--- src/logic/gated_process_timer_consts.vh ---
`ifndef GATED_PROCESS_TIMER_CONSTS_VH
`define GATED_PROCESS_TIMER_CONSTS_VH

// Clock rate and one-second tick
`define CLK_HZ 25000000
`define CLK_PERIOD_NS 40
`define SEC_DIV_CYCLES (1000000000 / `CLK_PERIOD_NS)

// Byte offsets of the register map
`define OFS_CTRL 9'h000
`define OFS_TIME 9'h004
`define OFS_LEAD 9'h008
`define OFS_AFTER 9'h00c
`define OFS_WINDOW 9'h010
`define OFS_STATUS 9'h014
`define OFS_MASK 9'h018
`define OFS_STATE 9'h01c
`define OFS_RUNTIME 9'h020
`define OFS_TEXT 9'h040
`define OFS_WEEK 9'h100
`define TEXT_WORDS 6
`define WEEK_WORDS 56

// Control register fields
`define CTRL_MODE_LSB 0
`define CTRL_RECOV_LSB 2
`define CTRL_POL_BIT 4
`define CTRL_LOG_BIT 5
`define CTRL_RESET 32'h0000_0010

// Operating modes
`define MODE_OFF 2'h0
`define MODE_INTERVAL 2'h1
`define MODE_WEEKLY 2'h2
`define MODE_WEEKLY_RT 2'h3

// Recovery after supply loss
`define RECOV_STOP 2'h0
`define RECOV_CONTINUE 2'h1
`define RECOV_RESTART 2'h2

// Status / mask bits
`define ST_START_BIT 0
`define ST_EXPIRE_BIT 1
`define ST_END_BIT 2
`define ST_POWER_BIT 3
`define ST_WEEK_BIT 4
`define STATUS_W 5

// Time fields hh:mm:ss
`define HH_LSB 16
`define MM_LSB 8
`define SS_LSB 0
`define SEC_PER_HR 20'he10
`define SEC_PER_MIN 20'h3c
`define AFTER_INFINITE 16'hffff
`define WINDOW_W 17

`endif

--- src/logic/gated_process_timer.v ---
`timescale 1ns/100ps
`include "gated_process_timer_consts.vh"
// Behaviour
// RULE_01: A mode field picks inactive, interval, weekly, or weekly with runtime.
// RULE_02: When supply returns the timer stops, continues or restarts as set.
// RULE_03: After the hh:mm:ss interval expires the active output value appears.
// RULE_04: A lead delay of 0 to 65535 seconds precedes the interval.
// RULE_05: An after-run of up to 32767 seconds follows the interval.
// RULE_06: An after-run setting of minus one never ends by itself.
// RULE_07: Quit ends the after-run only when the after-run setting is above 0.
// RULE_08: Start begins a run; a retrigger is taken only after lead and interval.
// RULE_09: Stop resets the timer; hold freezes it without losing elapsed time.
// RULE_10: Restart during lead or interval resets and begins a new run at once.
// RULE_11: Polarity high passes the output, polarity low inverts it.
// RULE_12: The timer starts and runs only while the deviation is within window.
// RULE_13: Deviation beyond the window freezes a run and blocks a new start.
// RULE_14: With logging on, each start turn-on records an entry with its text.
// RULE_15: Weekly mode has four on and four off times per weekday.
// RULE_16: All counters advance on a one-second tick; the interval counter is frozen by hold or window, the weekly runtime counter only by supply loss.
// RULE_17: The active value stands from expiry until after-run ends or reset.
module gated_process_timer #(
  parameter SEC_DIV = `SEC_DIV_CYCLES,
  parameter AW = 24
) (
  input wire clk_i,
  input wire rst_i,
  input wire hsel_i,
  input wire [31:0] haddr_i,
  input wire [1:0] htrans_i,
  input wire hwrite_i,
  input wire [2:0] hsize_i,
  input wire hready_i,
  input wire [31:0] hwdata_i,
  output wire hreadyout_o,
  output wire hresp_o,
  output reg [31:0] hrdata_o,
  input wire start_i,
  input wire stop_i,
  input wire hold_i,
  input wire restart_i,
  input wire quit_i,
  input wire signed [AW-1:0] x_i,
  input wire signed [AW-1:0] w_i,
  input wire power_fail_i,
  input wire [2:0] day_i,
  input wire [16:0] tod_i,
  output reg out_o,
  output reg event_o,
  output reg [167:0] event_text_o,
  output wire irq_o
);
  localparam ST_IDLE = 4'b0001;
  localparam ST_LEAD = 4'b0010;
  localparam ST_RUN = 4'b0100;
  localparam ST_AFTER = 4'b1000;

  reg [31:0] ctrl_reg;
  reg [23:0] time_reg;
  reg [15:0] lead_reg;
  reg [15:0] after_reg;
  reg [`WINDOW_W-1:0] window_reg;
  reg [`STATUS_W-1:0] status_reg;
  reg [`STATUS_W-1:0] mask_reg;
  reg [23:0] runtime_reg;
  reg [31:0] text_mem [0:`TEXT_WORDS-1];
  reg [16:0] week_mem [0:`WEEK_WORDS-1];
  reg [3:0] st_reg;
  reg [3:0] st_next;
  reg [19:0] cnt_reg;
  reg [19:0] cnt_next;
  reg start_prev_reg;
  reg pfail_prev_reg;
  reg [16:0] tod_prev_reg;
  reg wk_on_reg;
  reg wk_on_next;
  reg [19:0] wk_cnt_reg;
  reg [19:0] wk_cnt_next;
  reg wr_pend_reg;
  reg [8:0] waddr_reg;
  reg [31:0] rdata_next;
  reg [`STATUS_W-1:0] ev_set;
  reg expire_ev;
  reg end_ev;
  reg active_next;
  wire sec_tick;
  wire [1:0] mode = ctrl_reg[`CTRL_MODE_LSB+1:`CTRL_MODE_LSB];
  wire [1:0] recov = ctrl_reg[`CTRL_RECOV_LSB+1:`CTRL_RECOV_LSB];
  wire pol_high = ctrl_reg[`CTRL_POL_BIT];
  wire log_en = ctrl_reg[`CTRL_LOG_BIT];

  second_tick #(.DIV(SEC_DIV)) u_tick (
    .clk_i(clk_i),
    .rst_i(rst_i),
    .tick_o(sec_tick)
  );

  function [19:0] to_sec;
    input [23:0] hms;
    begin
      to_sec = {12'h0, hms[`HH_LSB+7:`HH_LSB]} * `SEC_PER_HR
             + {12'h0, hms[`MM_LSB+7:`MM_LSB]} * `SEC_PER_MIN
             + {12'h0, hms[`SS_LSB+7:`SS_LSB]};
    end
  endfunction

  // Window check on the sign-extended difference
  wire signed [AW:0] diff = {x_i[AW-1], x_i} - {w_i[AW-1], w_i};
  wire [AW:0] adiff = diff[AW] ? (~diff + 1'b1) : diff;
  wire in_win = adiff <= {{(AW+1-`WINDOW_W){1'b0}}, window_reg}; // [RULE_12]

  wire start_rise = start_i & ~start_prev_reg;
  wire pf_return = pfail_prev_reg & ~power_fail_i;
  // Hold, window and supply loss all freeze the interval counter cnt_reg
  wire tick_ok = sec_tick & ~hold_i & in_win & ~power_fail_i; // [RULE_16] [RULE_09] [RULE_13]
  wire [19:0] lead_t = {4'h0, lead_reg};
  wire [19:0] run_t = to_sec(time_reg);
  wire [19:0] after_t = {4'h0, after_reg};
  wire after_inf = after_reg == `AFTER_INFINITE;
  wire quit_ok = quit_i & ~after_reg[15] & (after_reg != 16'h0); // [RULE_07]
  wire [19:0] cnt_inc = tick_ok ? cnt_reg + 20'h1 : cnt_reg;

  always @* begin
    st_next = st_reg;
    cnt_next = cnt_reg;
    expire_ev = 1'b0;
    end_ev = 1'b0;
    case (st_reg)
      ST_IDLE: begin
        if (start_rise & in_win) begin // [RULE_08] [RULE_13]
          st_next = ST_LEAD;
          cnt_next = 20'h0;
        end
      end
      ST_LEAD: begin
        if (restart_i) begin // [RULE_10]
          cnt_next = 20'h0;
        end else if (cnt_reg >= lead_t) begin // [RULE_04]
          st_next = ST_RUN;
          cnt_next = 20'h0;
        end else begin
          cnt_next = cnt_inc;
        end
      end
      ST_RUN: begin
        if (restart_i) begin // [RULE_10]
          st_next = ST_LEAD;
          cnt_next = 20'h0;
        end else if (cnt_reg >= run_t) begin // [RULE_03]
          st_next = ST_AFTER;
          cnt_next = 20'h0;
          expire_ev = 1'b1;
        end else begin
          cnt_next = cnt_inc;
        end
      end
      ST_AFTER: begin
        if (quit_ok) begin // [RULE_07]
          st_next = ST_IDLE;
          end_ev = 1'b1;
        end else if (start_rise & in_win) begin // [RULE_08]
          st_next = ST_LEAD;
          cnt_next = 20'h0;
        end else if (~after_inf & (cnt_reg >= after_t)) begin // [RULE_05] [RULE_06]
          st_next = ST_IDLE;
          end_ev = 1'b1;
        end else begin
          cnt_next = cnt_inc;
        end
      end
      default: begin
        st_next = ST_IDLE;
        cnt_next = 20'h0;
      end
    endcase
    if (pf_return) begin // [RULE_02]
      if (recov == `RECOV_STOP) begin
        st_next = ST_IDLE;
        cnt_next = 20'h0;
      end else if (recov == `RECOV_RESTART && st_reg != ST_IDLE) begin
        st_next = ST_LEAD;
        cnt_next = 20'h0;
      end
    end
    if (stop_i | (mode != `MODE_INTERVAL)) begin // [RULE_09] [RULE_01]
      st_next = ST_IDLE;
      cnt_next = 20'h0;
    end
  end

  // Weekly switching, evaluated once per new second of the day
  wire [5:0] day_base = {day_i, 3'b000};
  wire tod_new = tod_i != tod_prev_reg;
  wire [3:0] on_hit;
  wire [3:0] off_hit;
  genvar k;
  generate
    for (k = 0; k < 4; k = k + 1) begin : g_sw
      assign on_hit[k] = tod_new &
        (week_mem[day_base + k] == tod_i); // [RULE_15]
      assign off_hit[k] = tod_new &
        (week_mem[day_base + 4 + k] == tod_i); // [RULE_15]
    end
  endgenerate

  always @* begin
    wk_on_next = wk_on_reg;
    wk_cnt_next = wk_cnt_reg;
    if (mode == `MODE_WEEKLY) begin
      if (|on_hit) begin
        wk_on_next = 1'b1;
      end else if (|off_hit) begin
        wk_on_next = 1'b0;
      end
    end else if (mode == `MODE_WEEKLY_RT) begin
      if (|on_hit) begin
        wk_on_next = 1'b1;
        wk_cnt_next = 20'h0;
      end else if (wk_on_reg) begin
        if (wk_cnt_reg >= to_sec(runtime_reg)) begin // [RULE_15]
          wk_on_next = 1'b0;
        end else if (sec_tick & ~power_fail_i) begin
          wk_cnt_next = wk_cnt_reg + 20'h1;
        end
      end
    end else begin
      wk_on_next = 1'b0;
    end
    if (mode == `MODE_INTERVAL) begin // [RULE_01]
      active_next = st_next == ST_AFTER; // [RULE_17]
    end else begin
      active_next = wk_on_next;
    end
  end

  always @* begin
    ev_set = {`STATUS_W{1'b0}};
    ev_set[`ST_START_BIT] = start_rise & log_en;
    ev_set[`ST_EXPIRE_BIT] = expire_ev;
    ev_set[`ST_END_BIT] = end_ev;
    ev_set[`ST_POWER_BIT] = pf_return;
    ev_set[`ST_WEEK_BIT] = wk_on_next & ~wk_on_reg;
  end

  // Bus slave: zero wait states, reads registered in the address phase
  wire addr_ok = hsel_i & htrans_i[1] & hready_i;
  wire rd_take = addr_ok & ~hwrite_i;
  wire [8:0] raddr = {haddr_i[8:2], 2'b00};
  wire rd_status = rd_take & (raddr == `OFS_STATUS);
  assign hreadyout_o = 1'b1;
  assign hresp_o = 1'b0;
  assign irq_o = |(status_reg & mask_reg);

  always @* begin
    rdata_next = 32'h0;
    if (raddr >= `OFS_WEEK && raddr < `OFS_WEEK + 4 * `WEEK_WORDS) begin
      rdata_next = {15'h0, week_mem[raddr[7:2]]};
    end else if (raddr >= `OFS_TEXT &&
                 raddr < `OFS_TEXT + 4 * `TEXT_WORDS) begin
      rdata_next = text_mem[raddr[4:2]];
    end else begin
      case (raddr)
        `OFS_CTRL: rdata_next = ctrl_reg;
        `OFS_TIME: rdata_next = {8'h0, time_reg};
        `OFS_LEAD: rdata_next = {16'h0, lead_reg};
        `OFS_AFTER: rdata_next = {{16{after_reg[15]}}, after_reg};
        `OFS_WINDOW: rdata_next = {15'h0, window_reg};
        `OFS_STATUS: rdata_next = {27'h0, status_reg};
        `OFS_MASK: rdata_next = {27'h0, mask_reg};
        `OFS_STATE: rdata_next = {6'h0, wk_on_reg, out_o, st_reg, cnt_reg};
        `OFS_RUNTIME: rdata_next = {8'h0, runtime_reg};
        default: rdata_next = 32'h0;
      endcase
    end
  end

  wire wr_week = wr_pend_reg & (waddr_reg >= `OFS_WEEK) &
    (waddr_reg < `OFS_WEEK + 4 * `WEEK_WORDS);
  wire wr_text = wr_pend_reg & (waddr_reg >= `OFS_TEXT) &
    (waddr_reg < `OFS_TEXT + 4 * `TEXT_WORDS);
  wire [167:0] text_flat = {text_mem[5][7:0], text_mem[4], text_mem[3],
    text_mem[2], text_mem[1], text_mem[0]};

  integer i;
  always @(posedge clk_i or posedge rst_i) begin
    if (rst_i) begin
      ctrl_reg <= `CTRL_RESET;
      time_reg <= 24'h0;
      lead_reg <= 16'h0;
      after_reg <= 16'h0;
      window_reg <= {`WINDOW_W{1'b0}};
      mask_reg <= {`STATUS_W{1'b0}};
      runtime_reg <= 24'h0;
      for (i = 0; i < `TEXT_WORDS; i = i + 1) begin
        text_mem[i] <= 32'h0;
      end
      for (i = 0; i < `WEEK_WORDS; i = i + 1) begin
        week_mem[i] <= 17'h0;
      end
      wr_pend_reg <= 1'b0;
      waddr_reg <= 9'h0;
    end else begin
      wr_pend_reg <= addr_ok & hwrite_i;
      waddr_reg <= raddr;
      if (wr_week) begin
        week_mem[waddr_reg[7:2]] <= hwdata_i[16:0];
      end else if (wr_text) begin
        text_mem[waddr_reg[4:2]] <= hwdata_i;
      end else if (wr_pend_reg) begin
        case (waddr_reg)
          `OFS_CTRL: ctrl_reg <= hwdata_i;
          `OFS_TIME: time_reg <= hwdata_i[23:0];
          `OFS_LEAD: lead_reg <= hwdata_i[15:0];
          `OFS_AFTER: after_reg <= hwdata_i[15:0];
          `OFS_WINDOW: window_reg <= hwdata_i[`WINDOW_W-1:0];
          `OFS_MASK: mask_reg <= hwdata_i[`STATUS_W-1:0];
          `OFS_RUNTIME: runtime_reg <= hwdata_i[23:0];
          default: ctrl_reg <= ctrl_reg;
        endcase
      end
    end
  end

  always @(posedge clk_i or posedge rst_i) begin
    if (rst_i) begin
      st_reg <= ST_IDLE;
      cnt_reg <= 20'h0;
      start_prev_reg <= 1'b0;
      pfail_prev_reg <= 1'b0;
      tod_prev_reg <= 17'h0;
      wk_on_reg <= 1'b0;
      wk_cnt_reg <= 20'h0;
      status_reg <= {`STATUS_W{1'b0}};
      hrdata_o <= 32'h0;
      out_o <= 1'b0;
      event_o <= 1'b0;
      event_text_o <= 168'h0;
    end else begin
      st_reg <= st_next;
      cnt_reg <= cnt_next;
      start_prev_reg <= start_i;
      pfail_prev_reg <= power_fail_i;
      tod_prev_reg <= tod_i;
      wk_on_reg <= wk_on_next;
      wk_cnt_reg <= wk_cnt_next;
      // Fresh events survive a clearing read
      status_reg <= (rd_status ? {`STATUS_W{1'b0}} : status_reg) | ev_set;
      if (rd_take) begin
        hrdata_o <= rdata_next;
      end
      out_o <= pol_high ? active_next : ~active_next; // [RULE_11] [RULE_17]
      event_o <= start_rise & log_en; // [RULE_14]
      if (start_rise & log_en) begin
        event_text_o <= text_flat; // [RULE_14]
      end
    end
  end
endmodule

--- src/logic/second_tick.v ---
`timescale 1ns/100ps
module second_tick #(
  parameter DIV = 25000000
) (
  input wire clk_i,
  input wire rst_i,
  output reg tick_o
);
  reg [31:0] cnt_reg;

  always @(posedge clk_i or posedge rst_i) begin
    if (rst_i) begin
      cnt_reg <= 32'h0;
      tick_o <= 1'b0;
    end else if (cnt_reg == DIV - 1) begin
      cnt_reg <= 32'h0;
      tick_o <= 1'b1;
    end else begin
      cnt_reg <= cnt_reg + 32'h1;
      tick_o <= 1'b0;
    end
  end
endmodule

--- config.mk ---
export PLATFORM = sky130hd
export DESIGN_NAME = gated_process_timer
export DESIGN_NICKNAME = d
export VERILOG_FILES = /design/src/logic/gated_process_timer.v /design/src/logic/second_tick.v
export VERILOG_INCLUDE_DIRS = /design/src /design/src/logic
export SDC_FILE = /design/constraint.sdc
export NUM_CORES = 2
export LEC_CHECK = 0
export BUFFER_PORTS_ARGS = -buffer_cell sky130_fd_sc_hd__buf_2
export CORE_MARGIN = 8
export CORE_UTILIZATION = 57
export CTS_CLUSTER_SIZE = 14
export DETAILED_ROUTE_END_ITERATION = 10
export PLACE_DENSITY = 0.74
export SLEW_MARGIN = 30
export SYNTH_ARGS = -nofsm -noshare
export SYNTH_HDL_FRONTEND = slang
export SYNTH_SLANG_ARGS = --single-unit
--- constraint.sdc ---
create_clock -name clk_i -period 51.6 [get_ports clk_i]
set_input_delay 5.16 -clock clk_i [delete_from_list [all_inputs] [get_ports clk_i]]
set_output_delay 5.16 -clock clk_i [all_outputs]
set_load 0.005 [all_outputs]
==> reports/results.ini <==
[synthesis]
synth_top_area_cell = dfrtp_1
yosysWarnings = 0
synth_area_um2 = 88300
synthCells = 6695
synth.avg_cell_area_um2 = 13.2
ys_async_sr_fraction_pct = 100
ys_types = 109
synth-seq-cells = 1590
synthTopCellsByCount = dfrtp_1, mux2_2, mux4_2, clkbuf_1, mux2i_1
synth_ff_type = dfrtp_1
seq_area_frac_synth_pct = 45.1
synth_most_common_cell = dfrtp_1
syn-num-nets = 7158
synth_top_area_share_pct = 45.0
synth_edf_count = 0
synth.area.top_cells = dfrtp_1, mux2_2, mux4_2

[sta]
final_max_slew_viol_count = 0
fin_skew_ns = 0.0478
setup-tns-final_ns = 0
max_freq_mhz = 94.1
worst_pin_slew_ns = 1.13
period_minus_slack_ns = 10.63
finalSetupViolCount = 0
slew_headroom_pct = 24.4
grt_setup_unrepaired = no
period_share_pct = 20.6
hold_viol_final = 0

[placement]
dp_hpwl_um = 186000
post-place-cells = 8678
portBuffers = 321
gp_congestion = 1.05

[clocking]
tritoncts = done
clock_path_buffers = 3
root_buffer = clkbuf_16
clkTransAtPathRegs_ns = 0.06
clock_latency_ns = 0.82
numCtsBuffers = 167
post_cts_resized = 0
htree_num_levels = 4
postCtsSetupRepairBufs = 0
cts-hold-fix-buffers = 0
numClockSinks = 1590

[setup_path]
critPathKind = in2reg
cp_slowest_cell = nor4_1
startpoint_type = primary input
cp_top_family = buffers and inverters
crit_top_cell = buf_4
cp_max_fo = 57
cp.required_ns = 52.25
arrival_ns = 11.28
critPathBufInv = 4
endpoint_kind = flip-flop
max_stage_delay_ns = 0.90
path_cells = buf_8 -> buf_4 -> buf_4 -> buf_4 -> mux2i_1 -> a2bb2oi_1 -> a21oi_1 -> xor2_1 -> nor4_1 -> nand4_1 -> nor3_1 -> o31a_1 -> o21ai_0 -> a21o_1 -> mux2i_1 -> o41a_1 -> nand2_1

[global_route]
antenna_found_initial = 10
grt_pass1_vias = 60800
grt_pass1_wl_um = 415000
gr-usage-all-layers_pct = 33.0
grt_use_met1_pct = 43.0
busiest_layer = met2
met3_usage_pct = 9.60
overflow = 0
grt_max_degree = 194
grt_use_met2_pct = 50.3

[drt]
via_per_inst = 6.72
ant_nets = 0
drt_iter0_drc = 7239
wl_per_cell_um = 31.4
drt-total-wl_um = 282000
vias = 60500
firstDrtPassIters = 10
drc = 0

[floorplanning]
pin_count = 353
initial_core_util_pct = 57.4
core_area_um2 = 154000
die_w_um = 410
die_y_um = 410
dieArea_um2 = 168000
rows = 144

[final_layout]
drive_above_1_share_pct = 39.6
fin_cells = 9000
fill_cells = 11500
largest-register = week_mem
largest_reg_flops = 952
multi_input_area_um2 = 46000
layout.nets = 7275
regArea_um2 = 39800
area_delta_synth_final_pct = 11.3

[power_and_ir_drop]
p_sw_share_pct = 27.7
p_leak_uw = 0.0444
power.share.sequential_pct = 41.9
peakVddDrop_mv = 0.0364
switchingPower_uw = 886
comb_power_share_pct = 16.9
intPower_uw = 2320
power_density_nw_per_um2 = 32.6
p_clk_share_pct = 41.2

[hold_path]
worstHoldPathType = reg2reg

[outcome]
status = complete, no violations

[job]
cap_violations = 0

==> power groups by stage <==
stage	clock (uW)	combinational, uW	sequential [uW]
floorplan	0	384	1360
global placement	0	522	1360
detailed placement	0	534	1360
CTS	1330	539	1340
global route	1380	594	1350
finish	1320	542	1340
==> cells in the final DEF, fill, tap and decap left out, types with 25 or more instances in the layout <==
| cell type | instances |
|---|---|
| buf_4 | 102 |
| mux2_2 | 1438 |
| xnor2_1 | 178 |
| o2bb2ai_1 | 74 |
| clkbuf_1 | 27 |
| o21bai_1 | 25 |
| inv_1 | 222 |
| xor2_1 | 109 |
| clkbuf_16 | 167 |
| o21ai_0 | 199 |
| nand2_1 | 234 |
| mux2i_1 | 278 |
| a22oi_1 | 31 |
| nor2_1 | 140 |
| buf_2 | 314 |
| and3_1 | 26 |
| dfrtp_1 | 1588 |
| nand4_1 | 46 |
| nand3_1 | 59 |
| a21oi_1 | 201 |
| nor3_1 | 36 |
| clkbuf_8 | 40 |
| clkinv_2 | 25 |
| nor4_1 | 30 |
| a21o_1 | 56 |
| a2bb2oi_1 | 29 |
| mux4_2 | 457 |
| ha_1 | 262 |
| fa_1 | 53 |
| o211ai_1 | 47 |
==> final timing paths <==
check                                            start                          end  slack, ns  cells past startpoint
max                                           day_i[1]              out_o$_DFF_PP0_      40.97                     17
min                        u_tick.cnt_reg[0]$_DFF_PP0_  u_tick.cnt_reg[0]$_DFF_PP0_       0.47                      1
max reg2reg                    time_reg[8]$_DFFE_PP0P_        cnt_reg[15]$_DFF_PP0_      43.59                     29
min reg2reg                u_tick.cnt_reg[0]$_DFF_PP0_  u_tick.cnt_reg[0]$_DFF_PP0_       0.47                      1
max in group asynchronous                        rst_i      ctrl_reg[4]$_DFFE_PP1P_      43.14                      9
min in group asynchronous                        rst_i    week_mem[526]$_DFFE_PP0P_       4.47                      2
==> per-stage QoR <==
stage | util [%] | hold slack, ns | total power, uW | setup slack (ns) | instance area, um^2
after global routing | 63.8 | 0.476 | 3320 | 40.68 | 98200
after detailed placement | 59.7 | 0.461 | 1900 | 40.27 | 91800
after floorplan | - | 0.433 | 1740 | 1.58 | 88300
after global placement | 59.6 | 0.447 | 1880 | 40.32 | 91700
after CTS | 63.7 | 0.472 | 3210 | 41.12 | 97900
final | 63.8 | 0.471 | 3210 | 40.97 | 98200
==> routing by layer <==
layer / share of wire, % / routed length, um
met1: 38 / 108000
met2: 46 / 129000
met3: 9.9 / 28000
met4: 6.2 / 17600
met5: 0.050 / 142
==> area by class of cell <==
class                           count  share of cell area, %
Multi-Input combinational cell   4382                   46.8
Sequential cell                  1590                   40.5
Clock buffer                      233                   4.90
Timing Repair Buffer              447                   3.01
Tap cell                         2044                   2.60
Clock inverter                     72                   1.30
Inverter                          224                  0.869
Antenna cell                        8                 0.0204
==> kinds of logic after synthesis <==
family / count (synthesis) / share of synthesized area, %
buffers and inverters: 723 / 3.28
multiplexers: 2173 / 33.2
adder cells (fa/ha/maj): 315 / 4.91
flip-flops: 1590 / 45.1
AND/OR/NAND/NOR: 765 / 4.29
XOR/XNOR: 291 / 2.92
AO/OA/AOI/OAI: 836 / 6.36
other: 2 / 0.00851
No activity file was read; power rests on OpenSTA's default activity.
